$ cat src/inc/acc_pkg.sv
// constants shared by the converter control block
package acc_pkg;

  // ==========================================================
  // register word indices (byte address = index * 4)
  localparam logic [9:0] IDX_INTERRUPT_CONTROL = 10'h00b;
  localparam logic [9:0] IDX_PERIPHERAL_IRQ_FLAGS = 10'h00c;
  localparam logic [9:0] IDX_RESULT_HIGH_BYTE = 10'h01e;
  localparam logic [9:0] IDX_CONVERTER_CONTROL = 10'h01f;
  localparam logic [9:0] IDX_PERIPHERAL_IRQ_ENABLES = 10'h08c;
  localparam logic [9:0] IDX_RESULT_LOW_BYTE = 10'h09e;
  localparam logic [9:0] IDX_CONVERTER_CONFIG = 10'h09f;
  localparam logic [9:0] IDX_PORT_READ = 10'h020;

  // ==========================================================
  // field positions
  localparam int BIT_CONVERTER_ON = 0;
  localparam int BIT_GO_DONE = 2;
  localparam int POS_CHANNEL = 3;
  localparam int POS_CLOCK_SELECT = 6;
  localparam int BIT_RESULT_FORMAT = 7;
  localparam int BIT_DONE_FLAG = 6;
  localparam int BIT_DONE_IRQ_ENABLE = 6;
  localparam int BIT_PERIPHERAL_IRQ_ENABLE = 6;
  localparam int BIT_GLOBAL_IRQ_ENABLE = 7;

  // ==========================================================
  // reset values
  localparam logic [7:0] RST_CONVERTER_CONTROL = 8'h00;
  localparam logic [3:0] RST_PORT_CONFIG = 4'h0;
  localparam logic RST_RESULT_FORMAT = 1'b0;
  localparam logic [7:0] RST_INTERRUPT_CONTROL = 8'h00;

  // ==========================================================
  // clock select codes and timing
  localparam logic [1:0] CS_OSC_2 = 2'h0;
  localparam logic [1:0] CS_OSC_8 = 2'h1;
  localparam logic [1:0] CS_OSC_32 = 2'h2;
  localparam logic [1:0] CS_RC = 2'h3;
  localparam int CLK_PERIOD_NS = 100;
  localparam int TOSC_NS = 100;
  localparam int TCY_NS = 4 * TOSC_NS;
  localparam int TCY_CYC = (TCY_NS + CLK_PERIOD_NS - 1) / CLK_PERIOD_NS;
  localparam int TAD_OSC_2 = 2 * TOSC_NS / CLK_PERIOD_NS;
  localparam int TAD_OSC_8 = 8 * TOSC_NS / CLK_PERIOD_NS;
  localparam int TAD_OSC_32 = 32 * TOSC_NS / CLK_PERIOD_NS;
  localparam int CONV_TAD = 12;
  localparam int HOLD_TAD = 2;
  localparam int RESULT_BITS = 10;

  typedef enum logic [1:0] {
    ST_ACQ   = 2'b00,
    ST_FIRST = 2'b01,
    ST_CONV  = 2'b10,
    ST_HOLD  = 2'b11
  } acc_state_e;

endpackage : acc_pkg

$ cat src/logic/acc_top.sv
// converter control: registers, clocking, sequencing and result
//
// What this block does
// - a conversion spans twelve bit periods
// - clock select picks 2, 8, 32 or RC
// - RC bit period comes from the RC tick
// - analog pins must be inputs, else drive converted
// - conversion ignores channel and direction settings
// - analog pins read zero on port read
// - clearing go aborts; result keeps old value
// - abort waits two periods, then reacquires
// - first segment spans one instruction cycle at least
// - completion loads justified result, zero padded
// - result bytes are plain storage when idle
// - RC start waits one instruction cycle
// - halt completion clears go, wakes if enabled
// - halt with non-RC clock aborts, powers down
// - reset clears control, all pins analog
// - reset never touches the result pair
// - done clears go, sets flag, gated request
// - two periods hold-off after every conversion
// - format selects right or left justification
`timescale 1ns/1ps
`default_nettype none

module acc_top (
  input  wire logic        pclk,
  input  wire logic        presetn,
  input  wire logic        psel,
  input  wire logic        penable,
  input  wire logic        pwrite,
  input  wire logic [11:0] paddr,
  input  wire logic [31:0] pwdata,
  output logic      [31:0] prdata,
  output logic             pready,
  output logic             pslverr,
  input  wire logic        halt,
  input  wire logic        rc_tick,
  input  wire logic [7:0]  port_pins,
  input  wire logic        ana_decision,
  output logic      [2:0]  ana_channel,
  output logic             ana_power,
  output logic             ana_sample,
  output logic             ana_start,
  output logic             ana_bit_strobe,
  output logic             irq_request,
  output logic             wake_request
);

  // ==========================================================
  // registers and state
  logic [1:0]  clock_select_field;
  logic [2:0]  channel_select_field;
  logic        go_done;
  logic        converter_on;
  logic        result_format;
  logic [3:0]  port_config;
  logic        convert_done_flag;
  logic        convert_done_irq_enable;
  logic [7:0]  interrupt_control;
  logic [7:0]  result_high_byte;
  logic [7:0]  result_low_byte;
  acc_pkg::acc_state_e state;
  logic [4:0]  tad_cnt;
  logic [2:0]  tcy_cnt;
  logic [3:0]  bit_idx;
  logic [9:0]  sar;
  logic [1:0]  rc_sync;
  logic        rc_prev;
  logic [7:0]  pin_sync1;
  logic [7:0]  pin_sync2;
  logic [1:0]  dec_sync;
  logic [7:0]  analog_mask;
  logic [4:0]  tad_limit;
  logic        tad_tick;
  logic        wr_en;
  logic        setup;
  logic        hit;
  logic [9:0]  idx;
  logic [7:0]  wbyte;
  logic        wr_control;
  logic        sw_go_set;
  logic        sw_go_clear;
  logic        conv_busy;
  logic        halt_abort;
  logic        abort;
  logic        complete;
  logic [9:0]  next_result;
  logic [7:0]  rdata;

  // ==========================================================
  // input synchronisers
  always_ff @(posedge pclk or negedge presetn) begin
    if (!presetn) begin
      rc_sync  <= 2'b00;
      rc_prev  <= 1'b0;
      dec_sync <= 2'b00;
    end else begin
      rc_sync  <= {rc_sync[0], rc_tick};
      rc_prev  <= rc_sync[1];
      dec_sync <= {dec_sync[0], ana_decision};
    end
  end

  always_ff @(posedge pclk or negedge presetn) begin
    if (!presetn) begin
      pin_sync1 <= 8'h00;
      pin_sync2 <= 8'h00;
    end else begin
      pin_sync1 <= port_pins;
      pin_sync2 <= pin_sync1;
    end
  end

  // ==========================================================
  // analog pin map from port configuration
  always_comb begin
    case (port_config)
      4'h0, 4'h1, 4'h8: analog_mask = 8'hff;
      4'h2, 4'h3, 4'hc: analog_mask = 8'h1f;
      4'h4, 4'h5:       analog_mask = 8'h0b;
      4'h6, 4'h7:       analog_mask = 8'h00;
      4'h9, 4'ha, 4'hb: analog_mask = 8'h3f;
      4'hd:             analog_mask = 8'h0f;
      4'he:             analog_mask = 8'h01;
      4'hf:             analog_mask = 8'h0d;
      default:          analog_mask = 8'hff;
    endcase
  end

  // ==========================================================
  // bit period generator
  always_comb begin
    case (clock_select_field)
      acc_pkg::CS_OSC_2:  tad_limit = 5'(acc_pkg::TAD_OSC_2 - 1);
      acc_pkg::CS_OSC_8:  tad_limit = 5'(acc_pkg::TAD_OSC_8 - 1);
      acc_pkg::CS_OSC_32: tad_limit = 5'(acc_pkg::TAD_OSC_32 - 1);
      default:            tad_limit = 5'h00;
    endcase
  end

  // rc period is whatever the rc oscillator delivers, nominally 4 us
  assign tad_tick = (clock_select_field == acc_pkg::CS_RC) ?
                    (rc_sync[1] & ~rc_prev) :
                    (tad_cnt == tad_limit);

  always_ff @(posedge pclk or negedge presetn) begin
    if (!presetn) begin
      tad_cnt <= 5'h00;
    end else if (sw_go_set || tad_tick || abort) begin
      tad_cnt <= 5'h00;
    end else begin
      tad_cnt <= tad_cnt + 5'h01;
    end
  end

  // ==========================================================
  // bus decode
  assign setup = psel & ~penable;
  assign wr_en = psel & penable & pready & pwrite;
  assign idx = paddr[11:2];
  assign wbyte = pwdata[7:0];
  assign hit = (paddr[1:0] == 2'b00) &&
               (idx == acc_pkg::IDX_INTERRUPT_CONTROL ||
                idx == acc_pkg::IDX_PERIPHERAL_IRQ_FLAGS ||
                idx == acc_pkg::IDX_RESULT_HIGH_BYTE ||
                idx == acc_pkg::IDX_CONVERTER_CONTROL ||
                idx == acc_pkg::IDX_PERIPHERAL_IRQ_ENABLES ||
                idx == acc_pkg::IDX_RESULT_LOW_BYTE ||
                idx == acc_pkg::IDX_CONVERTER_CONFIG ||
                idx == acc_pkg::IDX_PORT_READ);
  assign wr_control = wr_en && hit &&
                      idx == acc_pkg::IDX_CONVERTER_CONTROL;

  // a start in the write that also enables is dropped
  assign sw_go_set = wr_control && wbyte[acc_pkg::BIT_GO_DONE] &&
                     converter_on && !go_done &&
                     state == acc_pkg::ST_ACQ;
  assign sw_go_clear = wr_control && !wbyte[acc_pkg::BIT_GO_DONE];
  assign conv_busy = state == acc_pkg::ST_FIRST ||
                     state == acc_pkg::ST_CONV;
  assign halt_abort = halt && conv_busy &&
                      clock_select_field != acc_pkg::CS_RC;
  assign abort = conv_busy && (sw_go_clear || halt_abort ||
                 (wr_control && !wbyte[acc_pkg::BIT_CONVERTER_ON]));
  assign complete = state == acc_pkg::ST_CONV && tad_tick &&
                    bit_idx == 4'(acc_pkg::RESULT_BITS) && !abort;

  always_comb begin
    case (idx)
      acc_pkg::IDX_INTERRUPT_CONTROL: rdata = interrupt_control;
      acc_pkg::IDX_PERIPHERAL_IRQ_FLAGS:
        rdata = 8'(convert_done_flag) << acc_pkg::BIT_DONE_FLAG;
      acc_pkg::IDX_RESULT_HIGH_BYTE: rdata = result_high_byte;
      acc_pkg::IDX_CONVERTER_CONTROL:
        rdata = {clock_select_field, channel_select_field,
                 go_done, 1'b0, converter_on};
      acc_pkg::IDX_PERIPHERAL_IRQ_ENABLES:
        rdata = 8'(convert_done_irq_enable) <<
                acc_pkg::BIT_DONE_IRQ_ENABLE;
      acc_pkg::IDX_RESULT_LOW_BYTE: rdata = result_low_byte;
      acc_pkg::IDX_CONVERTER_CONFIG:
        rdata = {result_format, 3'b000, port_config};
      acc_pkg::IDX_PORT_READ: rdata = pin_sync2 & ~analog_mask;
      default: rdata = 8'h00;
    endcase
  end

  // one wait-free answer: ready rises for the access phase
  always_ff @(posedge pclk or negedge presetn) begin
    if (!presetn) begin
      pready  <= 1'b0;
      pslverr <= 1'b0;
      prdata  <= 32'h0000_0000;
    end else begin
      pready  <= setup;
      pslverr <= setup & ~hit;
      prdata  <= (setup && hit && !pwrite) ? {24'h00_0000, rdata}
                                           : 32'h0000_0000;
    end
  end

  // ==========================================================
  // control and configuration registers
  always_ff @(posedge pclk or negedge presetn) begin
    if (!presetn) begin
      clock_select_field   <= acc_pkg::RST_CONVERTER_CONTROL[7:6];
      channel_select_field <= acc_pkg::RST_CONVERTER_CONTROL[5:3];
      converter_on         <= acc_pkg::RST_CONVERTER_CONTROL[0];
      result_format        <= acc_pkg::RST_RESULT_FORMAT;
      port_config          <= acc_pkg::RST_PORT_CONFIG;
      interrupt_control    <= acc_pkg::RST_INTERRUPT_CONTROL;
      convert_done_irq_enable <= 1'b0;
    end else if (wr_en && hit) begin
      case (idx)
        acc_pkg::IDX_CONVERTER_CONTROL: begin
          clock_select_field   <= wbyte[7:6];
          channel_select_field <= wbyte[5:3];
          converter_on         <= wbyte[acc_pkg::BIT_CONVERTER_ON];
        end
        acc_pkg::IDX_CONVERTER_CONFIG: begin
          result_format <= wbyte[acc_pkg::BIT_RESULT_FORMAT];
          port_config   <= wbyte[3:0];
        end
        acc_pkg::IDX_INTERRUPT_CONTROL: interrupt_control <= wbyte;
        acc_pkg::IDX_PERIPHERAL_IRQ_ENABLES:
          convert_done_irq_enable <= wbyte[acc_pkg::BIT_DONE_IRQ_ENABLE];
        default: ;
      endcase
    end
  end

  // go/done: set by software, cleared by completion or abort
  always_ff @(posedge pclk or negedge presetn) begin
    if (!presetn) begin
      go_done <= 1'b0;
    end else if (complete || abort) begin
      go_done <= 1'b0;
    end else if (sw_go_set) begin
      go_done <= 1'b1;
    end
  end

  // done flag: hardware set wins over a software clear
  always_ff @(posedge pclk or negedge presetn) begin
    if (!presetn) begin
      convert_done_flag <= 1'b0;
    end else if (complete) begin
      convert_done_flag <= 1'b1;
    end else if (wr_en && hit &&
                 idx == acc_pkg::IDX_PERIPHERAL_IRQ_FLAGS) begin
      convert_done_flag <= wbyte[acc_pkg::BIT_DONE_FLAG];
    end
  end

  // ==========================================================
  // conversion sequencer
  always_ff @(posedge pclk or negedge presetn) begin
    if (!presetn) begin
      state   <= acc_pkg::ST_ACQ;
      tcy_cnt <= 3'h0;
      bit_idx <= 4'h0;
      sar     <= 10'h000;
    end else begin
      case (state)
        acc_pkg::ST_ACQ: begin
          tcy_cnt <= 3'h0;
          bit_idx <= 4'h0;
          if (sw_go_set) begin
            state <= acc_pkg::ST_FIRST;
          end
        end
        acc_pkg::ST_FIRST: begin
          if (tcy_cnt != 3'(acc_pkg::TCY_CYC)) begin
            tcy_cnt <= tcy_cnt + 3'h1;
          end
          if (abort) begin
            state   <= acc_pkg::ST_HOLD;
            bit_idx <= 4'h0;
          end else if (tad_tick &&
                       tcy_cnt == 3'(acc_pkg::TCY_CYC)) begin
            state <= acc_pkg::ST_CONV;
          end
        end
        acc_pkg::ST_CONV: begin
          if (abort) begin
            state   <= acc_pkg::ST_HOLD;
            bit_idx <= 4'h0;
          end else if (tad_tick) begin
            if (bit_idx != 4'h0) begin
              sar[4'(acc_pkg::RESULT_BITS) - bit_idx] <= dec_sync[1];
            end
            if (complete) begin
              state   <= acc_pkg::ST_HOLD;
              bit_idx <= 4'h0;
            end else begin
              bit_idx <= bit_idx + 4'h1;
            end
          end
        end
        acc_pkg::ST_HOLD: begin
          if (tad_tick) begin
            if (bit_idx == 4'(acc_pkg::HOLD_TAD - 1)) begin
              state <= acc_pkg::ST_ACQ;
            end else begin
              bit_idx <= bit_idx + 4'h1;
            end
          end
        end
        default: state <= acc_pkg::ST_ACQ;
      endcase
    end
  end

  // last decision joins the register in the cycle the result loads
  always_comb begin
    next_result    = sar;
    next_result[0] = dec_sync[1];
  end

  // ==========================================================
  // result pair: no reset, so resets never disturb it
  always_ff @(posedge pclk) begin
    if (complete) begin
      if (result_format) begin
        result_high_byte <= {6'b00_0000, next_result[9:8]};
        result_low_byte  <= next_result[7:0];
      end else begin
        result_high_byte <= next_result[9:2];
        result_low_byte  <= {next_result[1:0], 6'b00_0000};
      end
    end else if (wr_en && hit) begin
      if (idx == acc_pkg::IDX_RESULT_HIGH_BYTE) begin
        result_high_byte <= wbyte;
      end
      if (idx == acc_pkg::IDX_RESULT_LOW_BYTE) begin
        result_low_byte <= wbyte;
      end
    end
  end

  // ==========================================================
  // analog core strobes and requests
  always_ff @(posedge pclk or negedge presetn) begin
    if (!presetn) begin
      ana_channel    <= 3'h0;
      ana_power      <= 1'b0;
      ana_sample     <= 1'b0;
      ana_start      <= 1'b0;
      ana_bit_strobe <= 1'b0;
      irq_request    <= 1'b0;
      wake_request   <= 1'b0;
    end else begin
      // channel passes through whatever the pin direction is
      ana_channel    <= channel_select_field;
      // halt without the rc clock powers the core down; enable stays
      ana_power      <= converter_on &&
                        !(halt && clock_select_field != acc_pkg::CS_RC);
      ana_sample     <= converter_on && state == acc_pkg::ST_ACQ;
      ana_start      <= state == acc_pkg::ST_FIRST && tad_tick &&
                        tcy_cnt == 3'(acc_pkg::TCY_CYC) && !abort;
      ana_bit_strobe <= state == acc_pkg::ST_CONV && tad_tick &&
                        bit_idx < 4'(acc_pkg::RESULT_BITS) && !abort;
      irq_request    <= convert_done_flag && convert_done_irq_enable &&
                        interrupt_control[acc_pkg::BIT_PERIPHERAL_IRQ_ENABLE]
                        && interrupt_control[acc_pkg::BIT_GLOBAL_IRQ_ENABLE];
      wake_request   <= halt && complete && convert_done_irq_enable;
    end
  end

endmodule : acc_top

`default_nettype wire

$ cat config.mk
export PLATFORM = sky130hd
export DESIGN_NAME = acc_top
export DESIGN_NICKNAME = d
export VERILOG_FILES = /design/src/inc/acc_pkg.sv /design/src/logic/acc_top.sv
export SDC_FILE = /design/constraint.sdc
export NUM_CORES = 1
export LEC_CHECK = 0
export ABC_AREA = 1
export BUFFER_PORTS_ARGS = -buffer_cell sky130_fd_sc_hd__buf_2
export CORE_ASPECT_RATIO = 1.4
export CORE_MARGIN = 5
export CORE_UTILIZATION = 59
export CTS_CLUSTER_SIZE = 12
export DETAILED_ROUTE_END_ITERATION = 6
export GPL_TIMING_DRIVEN = 0
export PLACE_DENSITY = 0.85
export SYNTH_ARGS = -nofsm -noshare
export SYNTH_HDL_FRONTEND = slang
export SYNTH_SLANG_ARGS = --single-unit
export TNS_END_PERCENT = 100
$ cat constraint.sdc
create_clock -name pclk -period 6.8 [get_ports pclk]
set_clock_uncertainty 0.05 [all_clocks]
set_input_delay 0 -clock pclk [delete_from_list [all_inputs] [get_ports pclk]]
set_output_delay 0 -clock pclk [all_outputs]
set_load 0.01 [all_outputs]
# Word-level counts from Yosys, hierarchy flattened
# Memories as Yosys holds them, arrays and structs flattened.
# Cells that the tools add are included.
[word_totals]
wordCells = 190
rom_bits = 128
mem_bits_rw = 0
latchBits = 0
mem_count = 1
regBits = 102
[mem_list]
columns = ["name", "words", "width", "rd", "rd_clocked_by_memory_dff", "write_ports", "line_no", "rtl"]
rows = [
  ["(name not given)", 16, 8, 1, 0, 0, "acc_top.sv:118", "case (port_config)"],
]
[classes]
n_mux = 38
reduce_logical = 72
n_eq_ne = 29
mul = 0
bitwise = 12
n_shift = 0
n_lt_le_gt_ge = 3
div_mod_pow = 0
n_addsub = 4
[ops]
columns = ["cell", "n"]
rows = [
  ["8-bit 2-to-1 mux", 9],
  ["8-bit case mux with 8 select lines", 1],
  ["1-bit logical AND", 33],
  ["10-bit by 8-bit equality test with 1-bit output, second input constant", 3],
  ["4-bit 2-to-1 mux", 6],
  ["10-bit by 4-bit equality test with 1-bit output, second input constant", 2],
  ["10-bit by 5-bit equality test with 1-bit output, second input constant", 2],
  ["2-bit 2-to-1 mux", 8],
  ["4-bit case mux with 4 select lines", 1],
  ["5-bit case mux with 3 select lines", 1],
  ["2-bit != test, second input constant", 7],
  ["2-bit AND reduction", 7],
  ["1-bit logical OR", 13],
  ["3-bit != test, second input constant", 4],
  ["2-bit nonzero test", 6],
  ["10-bit bitwise mux", 1],
  ["10-bit by 6-bit equality test with 1-bit output, second input constant", 1],
  ["8-bit bitwise AND", 1],
  ["2-bit equality test, second input constant", 4],
  ["8-bit NOT", 1],
  ["2-bit case mux with 4 select lines", 1],
  ["4-bit AND reduction", 2],
  ["1-bit bitwise AND", 6],
  ["1-bit logical NOT", 6],
  ["21 further kinds", 32],
]

# Logic depth before layout (Yosys ltp)
[depth]
ltp_word = 21
depth_mapped = 16
depth_no_buf = 16

# Worst setup path before layout
# Ideal clock, no wire load.
[synth_path]
path_type = "reg-to-reg"
start = "reg clock_select_field[0]"
end = "reg result_high_byte[0], enable pin"
synth_period_minus_slack_ps = 2306
path_stages_with_launch = 14
t_required_ps = 6394
slack_ps = 4494
arrival_time_ps = 1900
path_cell_list = "dfrtp_1 > inv_1 > ha_1 > a21oi_1 > nor2_1 > o2111ai_1 > nand2_1 > nand2_1 > inv_1 > nand2_1 > inv_1 > nand2_4 > buf_2 > o21ai_0"
[synth_between]
elab_chain_len = 9
word_cells_on_any_way = 19
cone_classes = "eq/ne (5); mux (2); reduce/logical (12)"
[synth_rtl]
columns = ["element", "line_no", "rtl"]
rows = [
  ["start, declared", "acc_top.sv:52", "logic [1:0] clock_select_field;"],
  ["start signal, assigned", "acc_top.sv:227", "clock_select_field <= acc_pkg::RST_CONVERTER_CONTROL[7:6];"],
  ["start signal, assigned", "acc_top.sv:237", "clock_select_field <= wbyte[7:6];"],
  ["2-bit equality test (tied with other cells)", "acc_top.sv:134", "case (clock_select_field)"],
  ["5-bit case mux with 3 select lines / 1-bit logical AND (equally long branches)", "acc_top.sv:134, acc_top.sv:182", ""],
  ["5-bit equality test / 1-bit logical OR (equally long branches)", "acc_top.sv:145, acc_top.sv:184", ""],
  ["1-bit 2-to-1 mux / 1-bit logical OR (equally long branches)", "acc_top.sv:143, acc_top.sv:184", ""],
  ["1-bit logical AND, on equally long branches", "acc_top.sv:186, acc_top.sv:184", ""],
  ["1-bit logical AND / 1-bit logical NOT (equally long branches)", "acc_top.sv:186, acc_top.sv:187", ""],
  ["1-bit logical AND (*)", "acc_top.sv:187", "bit_idx == 4'(acc_pkg::RESULT_BITS) && !abort;"],
  ["2-bit nonzero test (no line)", "n/a", ""],
  ["2-bit AND reduction (no line) (*)", "n/a", ""],
  ["end signal, assigned", "acc_top.sv:346", "result_high_byte <= {6'b00_0000, next_result[9:8]};"],
  ["end signal, assigned", "acc_top.sv:349", "result_high_byte <= next_result[9:2];"],
  ["end signal, assigned", "acc_top.sv:354", "result_high_byte <= wbyte;"],
  ["end, declared", "acc_top.sv:61", "logic [7:0] result_high_byte;"],
]
# Mark *: on every way between the ends. The rest lies on a longest branch, timed or not.
# A chain may end at the register's enable or synchronous reset.

# Final worst setup path
[layout_path]
start = "reg clock_select_field[0]"
end = "reg result_high_byte[3], enable pin"
# The elaborated chain is that of the path after synthesis.

==> summary by stage <==
Route
For this run, the detailed router's first-pass iteration total came to 5. The detailed-route vias per instance is 5.24. The remaining number of nets flagged by the antenna check after routing is 0. The number of design-rule violations left by the first detailed-router iteration is 272. The total vias in the final route is 4110. After detailed routing, the total wire length is 11500 µm. After detailed routing, the number of remaining DRC violations is 0. In the final routed layout, each cell accounts on average for 14.7 µm. The met3 routed wirelength is 603 µm. The highest metal layer used by the detailed router is met4.

The detailed-routing wirelength on met1 is 4120 µm. The total met2 wirelength after detailed routing is 6410 µm.

STA
The post-layout worst setup margin is 3.94 ns. The shortest clock period the worst path allows after layout is 2.86 ns. The total count of hold-check failures in the final report is 0. The final number of setup-violating endpoints is 0.

Setup repair after global routing left no endpoint under its margin. The post-route clock period utilization is 42.0%. The sum of negative setup slack is 0 ns. The max-slew headroom at the worst pin is 18.2%. For this run, the top clock speed supported by timing is 350 MHz. The count of pins over their slew limit is 0. The transition time at the pin with the least slew margin is 1.21 ns.

GRT
The via count of the first global-routing pass came to 4030. In the global route stage, overall resource usage came out at 23.7%. The first global-routing pass estimated 19100 µm of wire.

The number of antenna violations at the first check in global routing was 0. The maximum number of pins on one net before global-route repair is 48. The total overflow reported by the global router is 0.

Floorplanning
The row count is 40. The number of top-level pins is 103. The die is 119 µm tall.

The starting utilization of the core area is 59.5%. The floorplan step defined a core boundary enclosing 8460 µm². The die is 88.1 µm wide.

The floorplan step defined a die boundary enclosing 10500 µm².

Final layout
The fraction of layout instances using a drive strength above 1 is 17.1%. Leaving out filler cells and counting taps, the final layout contains 785. The area growth from synthesis to layout is 20.4%.

0 antenna diodes ended up in the layout. The most common cell after layout, fill and taps aside is nand2_1. The finished cells cover 6060 µm².

The final-stage net count is 751. In the layout the commonest cells are nand2_1, dfrtp_1, inv_1, buf_2, nor2_1.

Synth
After synthesis the netlist holds a flip-flop and latch count of 101. Sequential elements use 51.8% of the synthesized area. Synthesis handed over a netlist of 563 instances. The post-synthesis cell type count is 46.

The synthesized area divided by synthesized cell count is 8.94 µm². The share of synthesized registers carrying an async set or reset is 84.2%. The summed instance area of the synthesized netlist is 5030 µm². The Yosys step of the flow raised 0 warnings. The most used flip-flop cell after synthesis is dfrtp_1.

The number of synthesized flops with an enable pin is 16.

Place
The number of buffers inserted by port buffering is 54. In this run, placement finished with an instance count of 746. The routability congestion estimate is 0.960. The placement-stage cell area is 5550 µm². After legalization and detailed placement, the total HPWL measured 8550 µm.

The pre-CTS worst setup slack is 4.00 ns.

Critical path
The count of buffering cells on the critical path with inverters included is 4. Traced cell by cell, the critical path runs through inv_1 -> ha_1 -> a21oi_1 -> nor2_1 -> o2111ai_1 -> nand2_1 -> nand2_1 -> inv_1 -> nand2_1 -> inv_1 -> nand2_4 -> buf_2 -> o21ai_0. Data arrives at the worst endpoint at 2.74 ns.

The type of element launching the critical path is a register. The kind of end point of the critical path is a register. The critical-path cell with the highest stage delay is o21ai_0.

Data on the critical path is required at its endpoint by 6.68 ns. The peak per-stage delay on the critical path is 0.47 ns. The critical path is of the register to register type. In this run the worst path has a maximum fanout of 10. The dominant delay contributor by cell family on the critical path is compound AO/OA/AOI/OAI gates.

Clocking
The clock buffer count from CTS is 9. The cell sitting at the root of the clock tree is a clkbuf_16. The total number of clock tree sinks is 101. Clock-pin slew was measured on the worst setup and hold paths at 0.07 ns. The number of buffers on the longest clock path is 2. The number of gates resized after CTS was 0. For the worst-skew pair, the clock arrives at the later sink with an insertion delay of 0.35 ns.

In this run the number of H-tree levels came out at 3. The CTS tree is built.

Pwr
The analysis attributes to cell leakage a power of 3.04 nW. The highest ir drop seen on vdd is 0.230 mV. The power per unit of standard cell area is 260 nW/µm².

Flow run
The total of max-cap violations is 0.

Status
The flow ran to the end, and the final reports show no timing, DRC or antenna violations.

Worst hold path
The min-delay analysis places its worst path in the category input pin to register.
metrics by stage:
| stage | utilization [%] | hold slack, ns | total power [mW] |
|---|---|---|---|
| floorplan | - | -0.346 | 0.991 |
| global placement | 65.3 | 0.0583 | 1.07 |
| finish | 71.6 | 0.0481 | 1.57 |
| global route | 71.6 | 0.0779 | 1.66 |
| detailed placement | 65.6 | -0.0441 | 1.09 |
| CTS | 71.6 | 0.0335 | 1.58 |
report_power, final:
part	switching, mW	internal (mW)
clock network	0.222	0.259
logic	0.257	0.142
registers	0.0384	0.654
flip-flops by register name (all words and copies together) (netlist names), 2 cells and up:
signal                count
sar                       9
interrupt_control         8
pin_sync1                 8
pin_sync2                 8
prdata                    8
result_high_byte          8
result_low_byte           8
tad_cnt                   5
bit_idx                   4
port_config               4
ana_channel               3
channel_select_field      3
tcy_cnt                   3
clock_select_field        2
dec_sync                  2
rc_sync                   2
state                     2
metal layers:
| layer | GRT usage, % | vias to the layer above |
|---|---|---|
| li1 | - | 2020 |
| met1 | 27.1 | 1927 |
| met2 | 42.6 | 137 |
| met3 | 3.53 | 26 |
| met4 | 10.9 | 0 |
| met5 | 0 | - |
cell usage after synthesis, types with 2 or more instances:
master,number,share of area [%]
a21oi_1,7,0.70
a221oi_1,4,0.70
a22o_1,2,0.35
a31oi_1,6,0.75
buf_2,2,0.20
buf_4,25,3.7
clkbuf_1,4,0.30
dfrtp_1,85,42
edfxtp_1,16,9.5
ha_1,16,4.0
inv_1,74,5.5
inv_2,2,0.15
nand2_1,117,8.7
nand2_2,2,0.25
nand2_4,5,1.1
nand3_1,39,3.9
nand3_2,2,0.40
nand4_1,4,0.50
nor2_1,53,4.0
nor2_4,2,0.45
nor3_1,7,0.70
nor4_1,2,0.25
o211ai_1,3,0.45
o21ai_0,44,4.4
o21ai_1,6,0.60
o22ai_1,2,0.25
o31ai_1,8,1.2
xor2_1,6,1.0
worst register-to-register path, delay by kind of cell (launching register included):
family	cells	cell delay, ns
buf+inv	4	0.47
flops	1	0.41
simple gates	5	0.53
compound gates	3	0.69
fa+ha+maj	1	0.30
final timing paths:
check                                                  start                             endpoint  slack [ns]  depth (start not counted)
min                                                 paddr[0]  channel_select_field[2]$_DFFE_PN0N_        0.05                          5
max reg2reg                clock_select_field[0]$_DFFE_PN0N_        result_high_byte[3]$_DFFE_PP_        3.94                         13
min in group asynchronous                            presetn             ana_channel[0]$_DFF_PN0_        0.12                          2
max                        clock_select_field[0]$_DFFE_PN0N_        result_high_byte[3]$_DFFE_PP_        3.94                         13
max in group asynchronous                            presetn                    rc_prev$_DFF_PN0_        5.98                          3
min reg2reg                             rc_sync[0]$_DFF_PN0_                 rc_sync[1]$_DFF_PN0_        0.30                          0
logic make-up (layout without fill, tap and decap cells):
kind of cell / Yosys count / after routing / synth area share [%]
AND/OR/NAND/NOR: 238 / 238 / 21.5
flip-flops: 101 / 101 / 51.8
other: 1 / 24 / 0.0745
adder cells (fa/ha/maj): 16 / 16 / 3.98
XOR/XNOR: 7 / 7 / 1.22
buffers and inverters: 108 / 202 / 9.97
AO/OA/AOI/OAI: 92 / 92 / 11.4
final cells by class:
type | count | area [µm²]
plain buffers | 31 | 213
clock buffers | 11 | 243
clock inverters | 5 | 35.0
fillers | 673 | 2400
inverters | 77 | 289
multi-input cells | 377 | 2010
flip-flops and latches | 101 | 2610
well taps | 105 | 131
repair buffers | 78 | 531
repair_timing:
action	in CTS	in global routing
hold buffers	23	0
buffers inserted	0	0
endpoints found under the hold margin	102	0
(Power assumes the default switching activity.)
